### config.mk
export PLATFORM = sky130hd
export DESIGN_NAME = reset_stop_recovery_ctrl
export DESIGN_NICKNAME = d
export VERILOG_FILES = /design/src/rst_pkg.sv /design/src/reset_stop_recovery_ctrl.sv /design/src/sync2.sv
export SDC_FILE = /design/constraint.sdc
export NUM_CORES = 1
export LEC_CHECK = 0
export BUFFER_PORTS_ARGS = -buffer_cell sky130_fd_sc_hd__buf_4
export CAP_MARGIN = 0
export CORE_ASPECT_RATIO = 0.8
export CORE_MARGIN = 1.5
export CORE_UTILIZATION = 25
export DETAILED_ROUTE_END_ITERATION = 7
export PLACE_DENSITY = 0.54
export SLEW_MARGIN = 20
export SYNTH_ARGS = -nofsm -noshare
export SYNTH_HDL_FRONTEND = slang
export SYNTH_SLANG_ARGS = --single-unit
### constraint.sdc
create_clock -name clk -period 3.9 [get_ports clk]
set_clock_uncertainty 0.15 [all_clocks]
set_input_delay 0.78 -clock clk [delete_from_list [all_inputs] [get_ports clk]]
set_output_delay 0.78 -clock clk [all_outputs]
set_load 0.01 [all_outputs]
### src/rst_pkg.sv
package rst_pkg;
  localparam int CLK_MHZ = 200;
  localparam int RESET_OSC_CYCLES = 66;
  localparam int RESET_SYS_CYCLES = 16;
  localparam int PIN_FILTER_CYCLES = 4;
  localparam int WAKE_PINS = 8;
  localparam logic [15:0] START_VECTOR_LO_ADDR = 16'h0002;
  localparam logic [15:0] START_VECTOR_HI_ADDR = 16'h0003;
  localparam logic [1:0] CAUSE_NONE = 2'h0;
  localparam logic [1:0] CAUSE_POWER = 2'h1;
  localparam logic [1:0] CAUSE_WDOG = 2'h2;
  localparam logic [1:0] CAUSE_PIN = 2'h3;
  typedef enum logic [2:0] {
    ST_RUN = 3'h0,
    ST_HALT = 3'h1,
    ST_STOP = 3'h2,
    ST_OSC_COUNT = 3'h3,
    ST_SYS_COUNT = 3'h4,
    ST_PIN_HOLD = 3'h5
  } seq_state_e;
endpackage

### src/reset_stop_recovery_ctrl.sv
`timescale 1ns/10ps
// Contract
// RULE1 - Brown-out below threshold holds device in reset
// RULE2 - After brown-out, full reset then power flag
// RULE3 - Keepalive bit keeps brown-out monitor on in STOP
// RULE4 - Watchdog time-out resets when reset-select is 1
// RULE5 - Watchdog reset sets watchdog cause flag
// RULE6 - Pin low four clocks qualifies reset
// RULE7 - Stay reset while pin low; exit on release
// RULE8 - Pin reset sets pin cause flag
// RULE9 - Debugger request resets all except debugger
// RULE10 - Debugger request bit self-clears during reset
// RULE11 - Debugger reset sets power flag
// RULE12 - Recovery holds core 66 osc plus 16 clocks
// RULE13 - Recovery touches only watchdog control flags
// RULE14 - Core fetches start vector at 0002H/0003H
// RULE15 - Recovery end sets stop flag
// RULE16 - Watchdog in STOP recovers, sets both, interrupt after
// RULE17 - Enabled wake pin edge in STOP recovers
// RULE18 - Input data gated in STOP; capture if level persists
// RULE19 - STOP halts oscillator, clock, core; drives crystal pins
// RULE20 - HALT stops core only; clocks keep running
// RULE21 - HALT exits on interrupt, watchdog, power, pin
// RULE22 - System reset counts 66 osc then 16 clocks
// RULE23 - Power events outrank all other sources
// RULE24 - Synchronise asynchronous reset and wake sources
module reset_stop_recovery_ctrl (
  input wire logic clk,
  input wire logic rstn,
  input wire logic osc_tick,
  input wire logic supply_low,
  input wire logic reset_pin_n,
  input wire logic debug_reset_req,
  input wire logic watchdog_timeout,
  input wire logic watchdog_reset_select,
  input wire logic brownout_stop_keepalive,
  input wire logic watchdog_enable,
  input wire logic irq_pending,
  input wire logic irq_enable,
  input wire logic stop_cmd,
  input wire logic halt_cmd,
  input wire logic [rst_pkg::WAKE_PINS-1:0] wake_enable,
  input wire logic [rst_pkg::WAKE_PINS-1:0] gpio_in,
  input wire logic flags_clear,
  output logic core_reset,
  output logic periph_reset,
  output logic debugger_reset,
  output logic core_run,
  output logic periph_run,
  output logic sys_clk_en,
  output logic xtal_osc_en,
  output logic xtal_in_hi,
  output logic xtal_out_lo,
  output logic brownout_monitor,
  output logic debug_req_clear,
  output logic watchdog_irq_service,
  output logic port_input_sample,
  output logic [rst_pkg::WAKE_PINS-1:0] port_input_data,
  output logic [15:0] start_vector_addr,
  output logic power_on_flag,
  output logic watchdog_cause_flag,
  output logic pin_reset_cause_flag,
  output logic stop_flag
);
  import rst_pkg::*;

  // ----------------------------------------
  // Input synchronisers
  // ----------------------------------------
  logic [WAKE_PINS+2:0] raw_in;
  logic [WAKE_PINS+2:0] sync_in;
  logic sup_low_s;
  logic pin_low_s;
  logic dbg_s;
  logic [WAKE_PINS-1:0] gpio_s;

  assign raw_in = {gpio_in, debug_reset_req, ~reset_pin_n, supply_low};
  sync2 #(.W(WAKE_PINS + 3)) u_sync ( // [RULE24]
    .clk(clk),
    .rstn(rstn),
    .d(raw_in),
    .q(sync_in)
  );
  assign sup_low_s = sync_in[0];
  assign pin_low_s = sync_in[1];
  assign dbg_s = sync_in[2];
  assign gpio_s = sync_in[WAKE_PINS+2:3];

  // ----------------------------------------
  // Sequencer
  // ----------------------------------------
  seq_state_e state, next_state;
  logic [6:0] cnt, next_cnt;
  logic [2:0] filt, next_filt;
  logic [1:0] cause, next_cause;
  logic is_recovery, next_is_recovery;
  logic wdog_irq_pend, next_wdog_irq_pend;
  logic [WAKE_PINS-1:0] wake_ref, next_wake_ref;
  logic [WAKE_PINS-1:0] pdata, next_pdata;
  logic pin_ok;
  logic wake_edge;
  logic bo_active;
  logic n_core_reset, n_periph_reset, n_dbg_reset, n_core_run, n_periph_run;
  logic n_sys_clk, n_xtal, n_xin_hi, n_xout_lo, n_bo, n_dbg_clr, n_irq_srv, n_sample;
  logic n_por, n_wdf, n_pinf, n_stopf;
  logic [15:0] n_vec;

  // Pin counts as asserted only after the filter saturates
  assign pin_ok = (filt == 3'(PIN_FILTER_CYCLES)); // [RULE6]
  assign wake_edge = |((gpio_s ^ wake_ref) & wake_enable); // [RULE17]
  // Brown-out monitor is off in STOP unless kept alive
  assign bo_active = (state != ST_STOP) || brownout_stop_keepalive; // [RULE3]

  always_comb begin
    next_state = state;
    next_cnt = cnt;
    next_cause = cause;
    next_is_recovery = is_recovery;
    next_wdog_irq_pend = wdog_irq_pend;
    next_wake_ref = wake_ref;
    next_pdata = pdata;
    next_filt = pin_low_s ? ((filt == 3'(PIN_FILTER_CYCLES)) ? filt : filt + 3'h1) : 3'h0;
    n_por = power_on_flag;
    n_wdf = watchdog_cause_flag;
    n_pinf = pin_reset_cause_flag;
    n_stopf = stop_flag;
    if (flags_clear) begin
      n_por = 1'b0;
      n_wdf = 1'b0;
      n_pinf = 1'b0;
      n_stopf = 1'b0;
    end
    if (sup_low_s && bo_active) begin
      // Power wins unless the monitor is off in STOP, and restarts the full sequence
      next_state = ST_OSC_COUNT; // [RULE1] [RULE23]
      next_cnt = '0;
      next_cause = CAUSE_POWER;
      next_is_recovery = 1'b0;
    end else if (pin_ok && state != ST_OSC_COUNT && state != ST_SYS_COUNT && state != ST_PIN_HOLD) begin
      next_state = ST_OSC_COUNT; // [RULE6] [RULE21]
      next_cnt = '0;
      next_cause = CAUSE_PIN;
      next_is_recovery = 1'b0;
    end else begin
      case (state)
        ST_RUN, ST_HALT: begin
          if (dbg_s) begin
            next_state = ST_OSC_COUNT; // [RULE9]
            next_cnt = '0;
            next_cause = CAUSE_POWER;
            next_is_recovery = 1'b0;
          end else if (watchdog_timeout && watchdog_enable && watchdog_reset_select) begin
            next_state = ST_OSC_COUNT; // [RULE4] [RULE21]
            next_cnt = '0;
            next_cause = CAUSE_WDOG;
            next_is_recovery = 1'b0;
          end else if (state == ST_HALT && (irq_pending || (watchdog_timeout && watchdog_enable))) begin
            next_state = ST_RUN; // [RULE21]
          end else if (state == ST_RUN && stop_cmd) begin
            next_state = ST_STOP;
            next_wake_ref = gpio_s;
          end else if (state == ST_RUN && halt_cmd) begin
            next_state = ST_HALT;
          end
        end
        ST_STOP: begin
          if (watchdog_timeout && watchdog_enable) begin
            next_state = ST_OSC_COUNT; // [RULE16]
            next_cnt = '0;
            next_cause = CAUSE_WDOG;
            next_is_recovery = 1'b1;
            next_wdog_irq_pend = !watchdog_reset_select && irq_enable;
          end else if (wake_edge) begin
            next_state = ST_OSC_COUNT; // [RULE17]
            next_cnt = '0;
            next_cause = CAUSE_NONE;
            next_is_recovery = 1'b1;
          end
        end
        ST_OSC_COUNT: begin
          if (osc_tick) begin
            if (cnt == 7'(RESET_OSC_CYCLES - 1)) begin
              next_state = ST_SYS_COUNT; // [RULE12] [RULE22]
              next_cnt = '0;
            end else begin
              next_cnt = cnt + 7'h1;
            end
          end
        end
        ST_SYS_COUNT: begin
          if (cnt == 7'(RESET_SYS_CYCLES - 1)) begin
            next_cnt = '0;
            next_state = pin_low_s ? ST_PIN_HOLD : ST_RUN; // [RULE7]
          end else begin
            next_cnt = cnt + 7'h1;
          end
        end
        ST_PIN_HOLD: begin
          if (!pin_low_s) begin
            next_state = ST_RUN; // [RULE7]
          end
        end
        default: begin
          next_state = ST_OSC_COUNT;
          next_cnt = '0;
        end
      endcase
    end
    // Flags set on release; set beats a simultaneous clear
    if (next_state == ST_RUN && (state == ST_SYS_COUNT || state == ST_PIN_HOLD)) begin
      if (is_recovery) begin
        n_stopf = 1'b1; // [RULE15] [RULE13]
        if (cause == CAUSE_WDOG) begin
          n_wdf = 1'b1; // [RULE16]
        end
      end else begin
        n_por = n_por | (cause == CAUSE_POWER); // [RULE2] [RULE11]
        n_wdf = n_wdf | (cause == CAUSE_WDOG); // [RULE5]
        n_pinf = n_pinf | (cause == CAUSE_PIN); // [RULE8]
      end
      // Input data only latches levels that survived the recovery delay
      next_pdata = gpio_s; // [RULE18]
      next_is_recovery = 1'b0;
    end else if (state == ST_RUN || state == ST_HALT) begin
      next_pdata = gpio_s;
    end
    n_irq_srv = wdog_irq_pend && next_state == ST_RUN && state != ST_RUN; // [RULE16]
    if (n_irq_srv) begin
      next_wdog_irq_pend = 1'b0;
    end
    n_core_reset = (next_state == ST_OSC_COUNT || next_state == ST_SYS_COUNT || next_state == ST_PIN_HOLD);
    // Recovery leaves peripheral registers intact
    n_periph_reset = n_core_reset && !next_is_recovery; // [RULE13]
    n_dbg_reset = 1'b0; // [RULE9]
    n_dbg_clr = n_core_reset && dbg_s; // [RULE10]
    n_core_run = (next_state == ST_RUN); // [RULE20]
    n_periph_run = (next_state == ST_RUN || next_state == ST_HALT); // [RULE19] [RULE20]
    n_sys_clk = (next_state != ST_STOP && next_state != ST_OSC_COUNT); // [RULE19] [RULE22]
    n_xtal = (next_state != ST_STOP); // [RULE19]
    n_xin_hi = (next_state == ST_STOP);
    n_xout_lo = (next_state == ST_STOP);
    n_bo = (next_state != ST_STOP) || brownout_stop_keepalive; // [RULE3]
    n_sample = (next_state == ST_RUN || next_state == ST_HALT); // [RULE18]
    n_vec = n_core_reset ? START_VECTOR_LO_ADDR : start_vector_addr; // [RULE14]
    if (state == ST_SYS_COUNT || state == ST_PIN_HOLD) begin
      n_vec = (next_state == ST_RUN) ? START_VECTOR_HI_ADDR : START_VECTOR_LO_ADDR;
    end
  end

  always_ff @(posedge clk or negedge rstn) begin
    if (!rstn) begin
      state <= ST_OSC_COUNT;
      cnt <= '0;
      filt <= '0;
      cause <= CAUSE_POWER;
      is_recovery <= 1'b0;
      wdog_irq_pend <= 1'b0;
      wake_ref <= '0;
      pdata <= '0;
      core_reset <= 1'b1;
      periph_reset <= 1'b1;
      debugger_reset <= 1'b0;
      core_run <= 1'b0;
      periph_run <= 1'b0;
      sys_clk_en <= 1'b0;
      xtal_osc_en <= 1'b1;
      xtal_in_hi <= 1'b0;
      xtal_out_lo <= 1'b0;
      brownout_monitor <= 1'b1;
      debug_req_clear <= 1'b0;
      watchdog_irq_service <= 1'b0;
      port_input_sample <= 1'b0;
      port_input_data <= '0;
      start_vector_addr <= START_VECTOR_LO_ADDR;
      power_on_flag <= 1'b0;
      watchdog_cause_flag <= 1'b0;
      pin_reset_cause_flag <= 1'b0;
      stop_flag <= 1'b0;
    end else begin
      state <= next_state;
      cnt <= next_cnt;
      filt <= next_filt;
      cause <= next_cause;
      is_recovery <= next_is_recovery;
      wdog_irq_pend <= next_wdog_irq_pend;
      wake_ref <= next_wake_ref;
      pdata <= next_pdata;
      core_reset <= n_core_reset;
      periph_reset <= n_periph_reset;
      debugger_reset <= n_dbg_reset;
      core_run <= n_core_run;
      periph_run <= n_periph_run;
      sys_clk_en <= n_sys_clk;
      xtal_osc_en <= n_xtal;
      xtal_in_hi <= n_xin_hi;
      xtal_out_lo <= n_xout_lo;
      brownout_monitor <= n_bo;
      debug_req_clear <= n_dbg_clr;
      watchdog_irq_service <= n_irq_srv;
      port_input_sample <= n_sample;
      port_input_data <= next_pdata;
      start_vector_addr <= n_vec;
      power_on_flag <= n_por;
      watchdog_cause_flag <= n_wdf;
      pin_reset_cause_flag <= n_pinf;
      stop_flag <= n_stopf;
    end
  end

  // ----------------------------------------
  // Assertions
  // ----------------------------------------
  property p_brownout_holds;
    @(posedge clk) disable iff (!rstn) (sup_low_s && bo_active) |=> core_reset;
  endproperty
  a_brownout_holds: assert property (p_brownout_holds) else $error("brown-out did not hold reset"); // [RULE1]

  property p_short_pin_ignored;
    @(posedge clk) disable iff (!rstn) (state == ST_RUN && !pin_low_s ##1 pin_low_s [*3] ##1 !pin_low_s)
      |=> (state == ST_RUN || state == ST_HALT || state == ST_STOP);
  endproperty
  a_short_pin_ignored: assert property (p_short_pin_ignored) else $error("short pin pulse caused reset"); // [RULE6]

  property p_pin_hold;
    @(posedge clk) disable iff (!rstn) (state == ST_PIN_HOLD && pin_low_s) |=> core_reset;
  endproperty
  a_pin_hold: assert property (p_pin_hold) else $error("released while pin low"); // [RULE7]

  logic [4:0] sys_len, next_sys_len;

  // Counted apart from cnt, so a wrong terminal count still shows
  always_comb begin
    next_sys_len = (state == ST_SYS_COUNT) ? sys_len + 5'h1 : 5'h0;
  end

  always_ff @(posedge clk or negedge rstn) begin
    if (!rstn) begin
      sys_len <= '0;
    end else begin
      sys_len <= next_sys_len;
    end
  end

  property p_sys_count_len;
    @(posedge clk) disable iff (!rstn)
      (state == ST_SYS_COUNT && (next_state == ST_RUN || next_state == ST_PIN_HOLD))
      |-> (sys_len == 5'(RESET_SYS_CYCLES - 1));
  endproperty
  a_sys_count_len: assert property (p_sys_count_len) else $error("system clock hold not 16 cycles"); // [RULE12]

  property p_stop_flag;
    @(posedge clk) disable iff (!rstn) (is_recovery && state == ST_SYS_COUNT && next_state == ST_RUN) |=> stop_flag;
  endproperty
  a_stop_flag: assert property (p_stop_flag) else $error("stop flag not set"); // [RULE15]

  property p_pin_flag;
    @(posedge clk) disable iff (!rstn)
      (!is_recovery && cause == CAUSE_PIN && (state == ST_SYS_COUNT || state == ST_PIN_HOLD) && next_state == ST_RUN)
      |=> pin_reset_cause_flag;
  endproperty
  a_pin_flag: assert property (p_pin_flag) else $error("pin cause flag not set"); // [RULE8]

  property p_stop_clocks;
    @(posedge clk) disable iff (!rstn) (state == ST_STOP) |-> (!sys_clk_en && !xtal_osc_en && xtal_in_hi);
  endproperty
  a_stop_clocks: assert property (p_stop_clocks) else $error("clocks running in stop"); // [RULE19]

  property p_halt_clocks;
    @(posedge clk) disable iff (!rstn) (state == ST_HALT) |-> (sys_clk_en && periph_run && !core_run);
  endproperty
  a_halt_clocks: assert property (p_halt_clocks) else $error("halt clocks wrong"); // [RULE20]

  property p_recovery_keeps_periph;
    @(posedge clk) disable iff (!rstn) (is_recovery && state == ST_SYS_COUNT) |-> !periph_reset;
  endproperty
  a_recovery_keeps_periph: assert property (p_recovery_keeps_periph) else $error("recovery reset peripherals"); // [RULE13]

  c_stop_wake: cover property (@(posedge clk) disable iff (!rstn) state == ST_STOP ##1 state == ST_OSC_COUNT);
  c_halt_exit: cover property (@(posedge clk) disable iff (!rstn) state == ST_HALT ##1 state == ST_RUN);
  c_pin_hold: cover property (@(posedge clk) disable iff (!rstn) state == ST_PIN_HOLD ##1 state == ST_RUN);
endmodule

### src/sync2.sv
`timescale 1ns/10ps
module sync2 #(
  parameter int W = 1
) (
  input wire logic clk,
  input wire logic rstn,
  input wire logic [W-1:0] d,
  output logic [W-1:0] q
);
  logic [W-1:0] meta;
  logic [W-1:0] next_meta;
  logic [W-1:0] next_q;

  always_comb begin
    next_meta = d;
    next_q = meta;
  end

  always_ff @(posedge clk or negedge rstn) begin
    if (!rstn) begin
      meta <= '0;
      q <= '0;
    end else begin
      meta <= next_meta;
      q <= next_q;
    end
  end
endmodule

==> impl.org <==
** Outcome
- Result of the run :: finished clean

** Critical path
- Depth of the worst register-to-register path :: 6
- STA classifies the critical path startpoint as a flip-flop.
- CP top delay family :: simple AND/OR/NAND/NOR gates
- The critical path in this run is classified as reg2reg.
- CP peak stage delay :: 0.67 ns
- Along the worst path, the maximum fanout reaches 16.
- WP buf/inv :: 0
- Cell count along the critical path :: 6
- Kind of capture point of the worst setup path :: flip-flop
- STA puts the critical path data required time at 3.98 ns.
- Cells along the critical path :: or4b_4, a32oi_4, nand2_4, nor4b_4, nand3_1, o32ai_1
- Data arrival time at the worst-slack endpoint :: 2.89 ns
- Cell with the largest stage delay on the worst path :: sky130_fd_sc_hd__dfstp_2

** Placed design
- Detailed Place HPWL :: 4830 um
- Port-buffer cells :: 55
- The congestion estimate from routability-driven global placement came to 0.808.
- Cell count after placement :: 469

** STA
- Final count of hold timing violations :: 0
- Maximum operating frequency :: 0.356 GHz
- At the pin with the least slew margin, the transition time is 0.851 ns.
- In this run the tightest slew margin relative to its limit is 41.8%.
- RSZ-0062 raised after global routing :: no
- The worst path in the final design needs a cycle of 2.81 ns, including I/O delays and setup.
- Setup violations remaining at the end of the flow were counted as 0.
- Number of max-slew violations in the final report :: 0
- In the final timing run, aggregate negative setup slack is 0 ns.
- The final critical path takes up 72.1% of the cycle.

** Floorplanning
- In this run the core area contains 36 standard-cell rows.
- Floorplan die area :: 13200 um^2
- In this run the standard cell core region covers 12200 um^2.
- The die is 128 um wide.
- # IOs :: 72
- In this run the vertical extent of the chip is 103 um.
- Starting Density :: 25.7%

** Global route
- Maximum number of pins on one net before global-route repair :: 71
- Antenna violations before repair :: 0
- The first global-routing pass estimated 10800 um of wire.
- For this run, the total global-route usage over all layers was measured as 10.9%.
- Summed over all layers, the global routing overflow is 0.
- Via count of the first global-routing pass :: 2009

** Synthesis
- The synthesized netlist devotes 1.60% of its cell area to adder and majority cells.
- The share of the Yosys chip area taken by registers is 56.4%.
- The netlist uses 49 different library cells.
- Area leader, netlist :: sky130_fd_sc_hd__dfrtp_1
- Netlist Area Pre-Place :: 3120 um^2
- The synthesized netlist devotes 15.8% of its cell area to simple gates.
- In this run, synthesis inferred 0 flip-flops with an integrated enable.
- For this run, asynchronously set or reset flops after synthesis account for 100%.
- Multiplexer fraction of the synthesized cell area :: 6.42%
- By area the synthesized netlist is led by sky130_fd_sc_hd__dfrtp_1 51%, sky130_fd_sc_hd__dfstp_2 5.9%, sky130_fd_sc_hd__mux2_2 5.8%.
- Yosys printed 0 warnings.
- XOR/XNOR Fraction of Synth Area :: 2.53%
- Synthesis-stage register bit count :: 70
- Number of standard cells after synthesis :: 270
- Dominant register cell in the synthesized netlist :: sky130_fd_sc_hd__dfrtp_1
- The share of synthesized area in the top cell type comes to 50.5%.
- Each instance of the synthesized netlist takes up on average 11.6 um^2.
- Summing the areas of all compound-gate instances in the mapped netlist gives 10.4% of the synthesized area.
- Dominant combinational cell family by area after synthesis :: simple AND/OR/NAND/NOR gates

** Run
- MaxCap Viol Count :: 0

** Finish
- Core occupancy in the finished layout :: 32.6%
- Combined area of the multi-input logic cells :: 1210 um^2
- In the final layout, flip-flops and latches occupy 1760 um^2.
- Non-filler instance count after layout :: 485
- Cells with a size suffix above 1 make up 30.9% of the layout.
- Number of antenna diodes :: 0
- Fillcell total :: 1255
- At the end of the flow, the number of nets in the layout was 363.
- Relative to the synthesized area, the layout overhead comes to 26.9%.

** CTS
- The clock reaches the later pin of the worst-skew pair after 0.33 ns.
- TritonCTS built the clock tree.
- Setup bufs post-CTS :: 0
- Buffer cell driving the clock tree root :: sky130_fd_sc_hd__clkbuf_16
- Clock transition time at the flip-flop clock pins of the worst setup and hold paths :: 0.05 ns
- Once the clock tree was built, the resizer swapped 0 gates to a different size.
- For this design, the CTS-stage hold fixing added 0 buffers.
- The number of clock buffers added by TritonCTS is 9.
- CTS built an H-tree with a depth of 3.
- Clock tree synthesis found a total of 70 sinks.
- In this run the deepest clock path goes through 2 buffers.

** Route
- Dividing the detail-routed wire length by the instance count gives 13.6 um.
- Drt first pass iters :: 4
- For this block, the routed nets add up to 6620 um of wire.
- Dividing the detail-routed via count by the number of cells gives 4.40.
- # DRC :: 0
- First DRT Iteration DRCs :: 89
- Across all layers, the routed design uses 2135 vias.
- Once detail routing completed, the nets flagged for antenna violations numbered 0.

** Pwr
- Worst IR Drop VDD :: 0.234 mV
- Cell area power density :: 444 nW/um^2
- Leakage power of the design :: 1.87 nW
- Overall power :: 1.76 mW

** Worst hold path
- Counting instances, the worst hold path has a depth of 0.
- Hold WC Path Type :: reg2reg
==> kinds of logic (layout without fill, tap and decap cells) <==
logic type                 count (synthesis)  in the layout
and+or+nand+nor                           83             83
DFF                                       70             70
AOI/OAI and AO/OA                         48             48
buffers and inverters                     36             85
muxes                                     18             18
xor gates and xnor gates                   9              9
adders and majority gates                  4              4
other                                      2             16
==> final timing paths <==
| path | start | end | slack, ns |
|---|---|---|---|
| min in group asynchronous | rstn | u_sync.meta[5] | 0.42 |
| max in group asynchronous | rstn | u_sync.q[1] | 2.61 |
| min | u_sync.meta[5] | u_sync.q[5] | 0.20 |
| min reg2reg | u_sync.meta[5] | u_sync.q[5] | 0.20 |
| max | state[1] | watchdog_cause_flag | 1.09 |
| max reg2reg | state[1] | watchdog_cause_flag | 1.09 |
==> synth_stat cells (all sizes together) (7+ instances only) <==
cell	instances
inv	13
nand2	16
xor2	8
o21ai	14
dfrtp	63
a21oi	9
mux2	16
nand2b	7
and2	7
nand3	12
nor2	10
dfstp	7
buf	21
==> routing by layer <==
metal	vias to the layer above	wire length [um]	GRT usage, %
li1	1027	-	-
met1	1035	3280	15.3
met2	67	2850	15.3
met3	6	387	3.94
met4	0	96	3.89
met5	-	0	0
==> where the power goes <==
group,leakage [nW],switching [mW],internal [mW]
Clock,0.166,0.289,0.611
Combinational,0.805,0.0541,0.0410
Sequential,0.896,0.0163,0.747
Total,1.87,0.359,1.40
==> area by class of cell <==
type                            instances  share of cell area [%]
Clock inverter                          3                    1.64
Multi-Input combinational cell        178                    30.4
Inverter                               13                    1.23
Tap cell                              152                    4.80
Sequential cell                        70                    44.4
Timing Repair Buffer                   56                    10.6
Clock buffer                           13                    6.82
==> stage by stage <==
| stage | hold slack [ns] | area [um^2] | worst slack, ns |
|---|---|---|---|
| floorplan | 0.181 | 3170 | 1.21 |
| global placement | 0.182 | 3630 | 0.878 |
| detailed placement | 0.185 | 3630 | 0.811 |
| CTS | 0.197 | 3960 | 1.08 |
| global route | 0.200 | 3960 | 0.927 |
| finish | 0.195 | 3960 | 1.09 |
==> placed cells by master (no fill, tap or decap), types with 6 or more instances in the layout <==
cell type	n
sky130_fd_sc_hd__dfrtp_1	63
sky130_fd_sc_hd__nor2_1	10
sky130_fd_sc_hd__o21ai_0	14
sky130_fd_sc_hd__clkbuf_16	9
sky130_fd_sc_hd__inv_1	13
sky130_fd_sc_hd__dfstp_2	7
sky130_fd_sc_hd__nand3_1	12
sky130_fd_sc_hd__and2_1	6
sky130_fd_sc_hd__xor2_1	8
sky130_fd_sc_hd__nand2_1	15
sky130_fd_sc_hd__nand2b_1	7
sky130_fd_sc_hd__a21oi_1	8
sky130_fd_sc_hd__buf_4	56
sky130_fd_sc_hd__conb_1	16
sky130_fd_sc_hd__mux2_2	16
==> state kept, by name, summed over array words and instances, names as in the netlist, 2 cells and up <==
signal       count
cnt              7
u_sync.meta     11
filt             3
state            3
u_sync.q        11
wake_ref         8
cause            2
pdata            8
(Power assumes the default switching activity.)
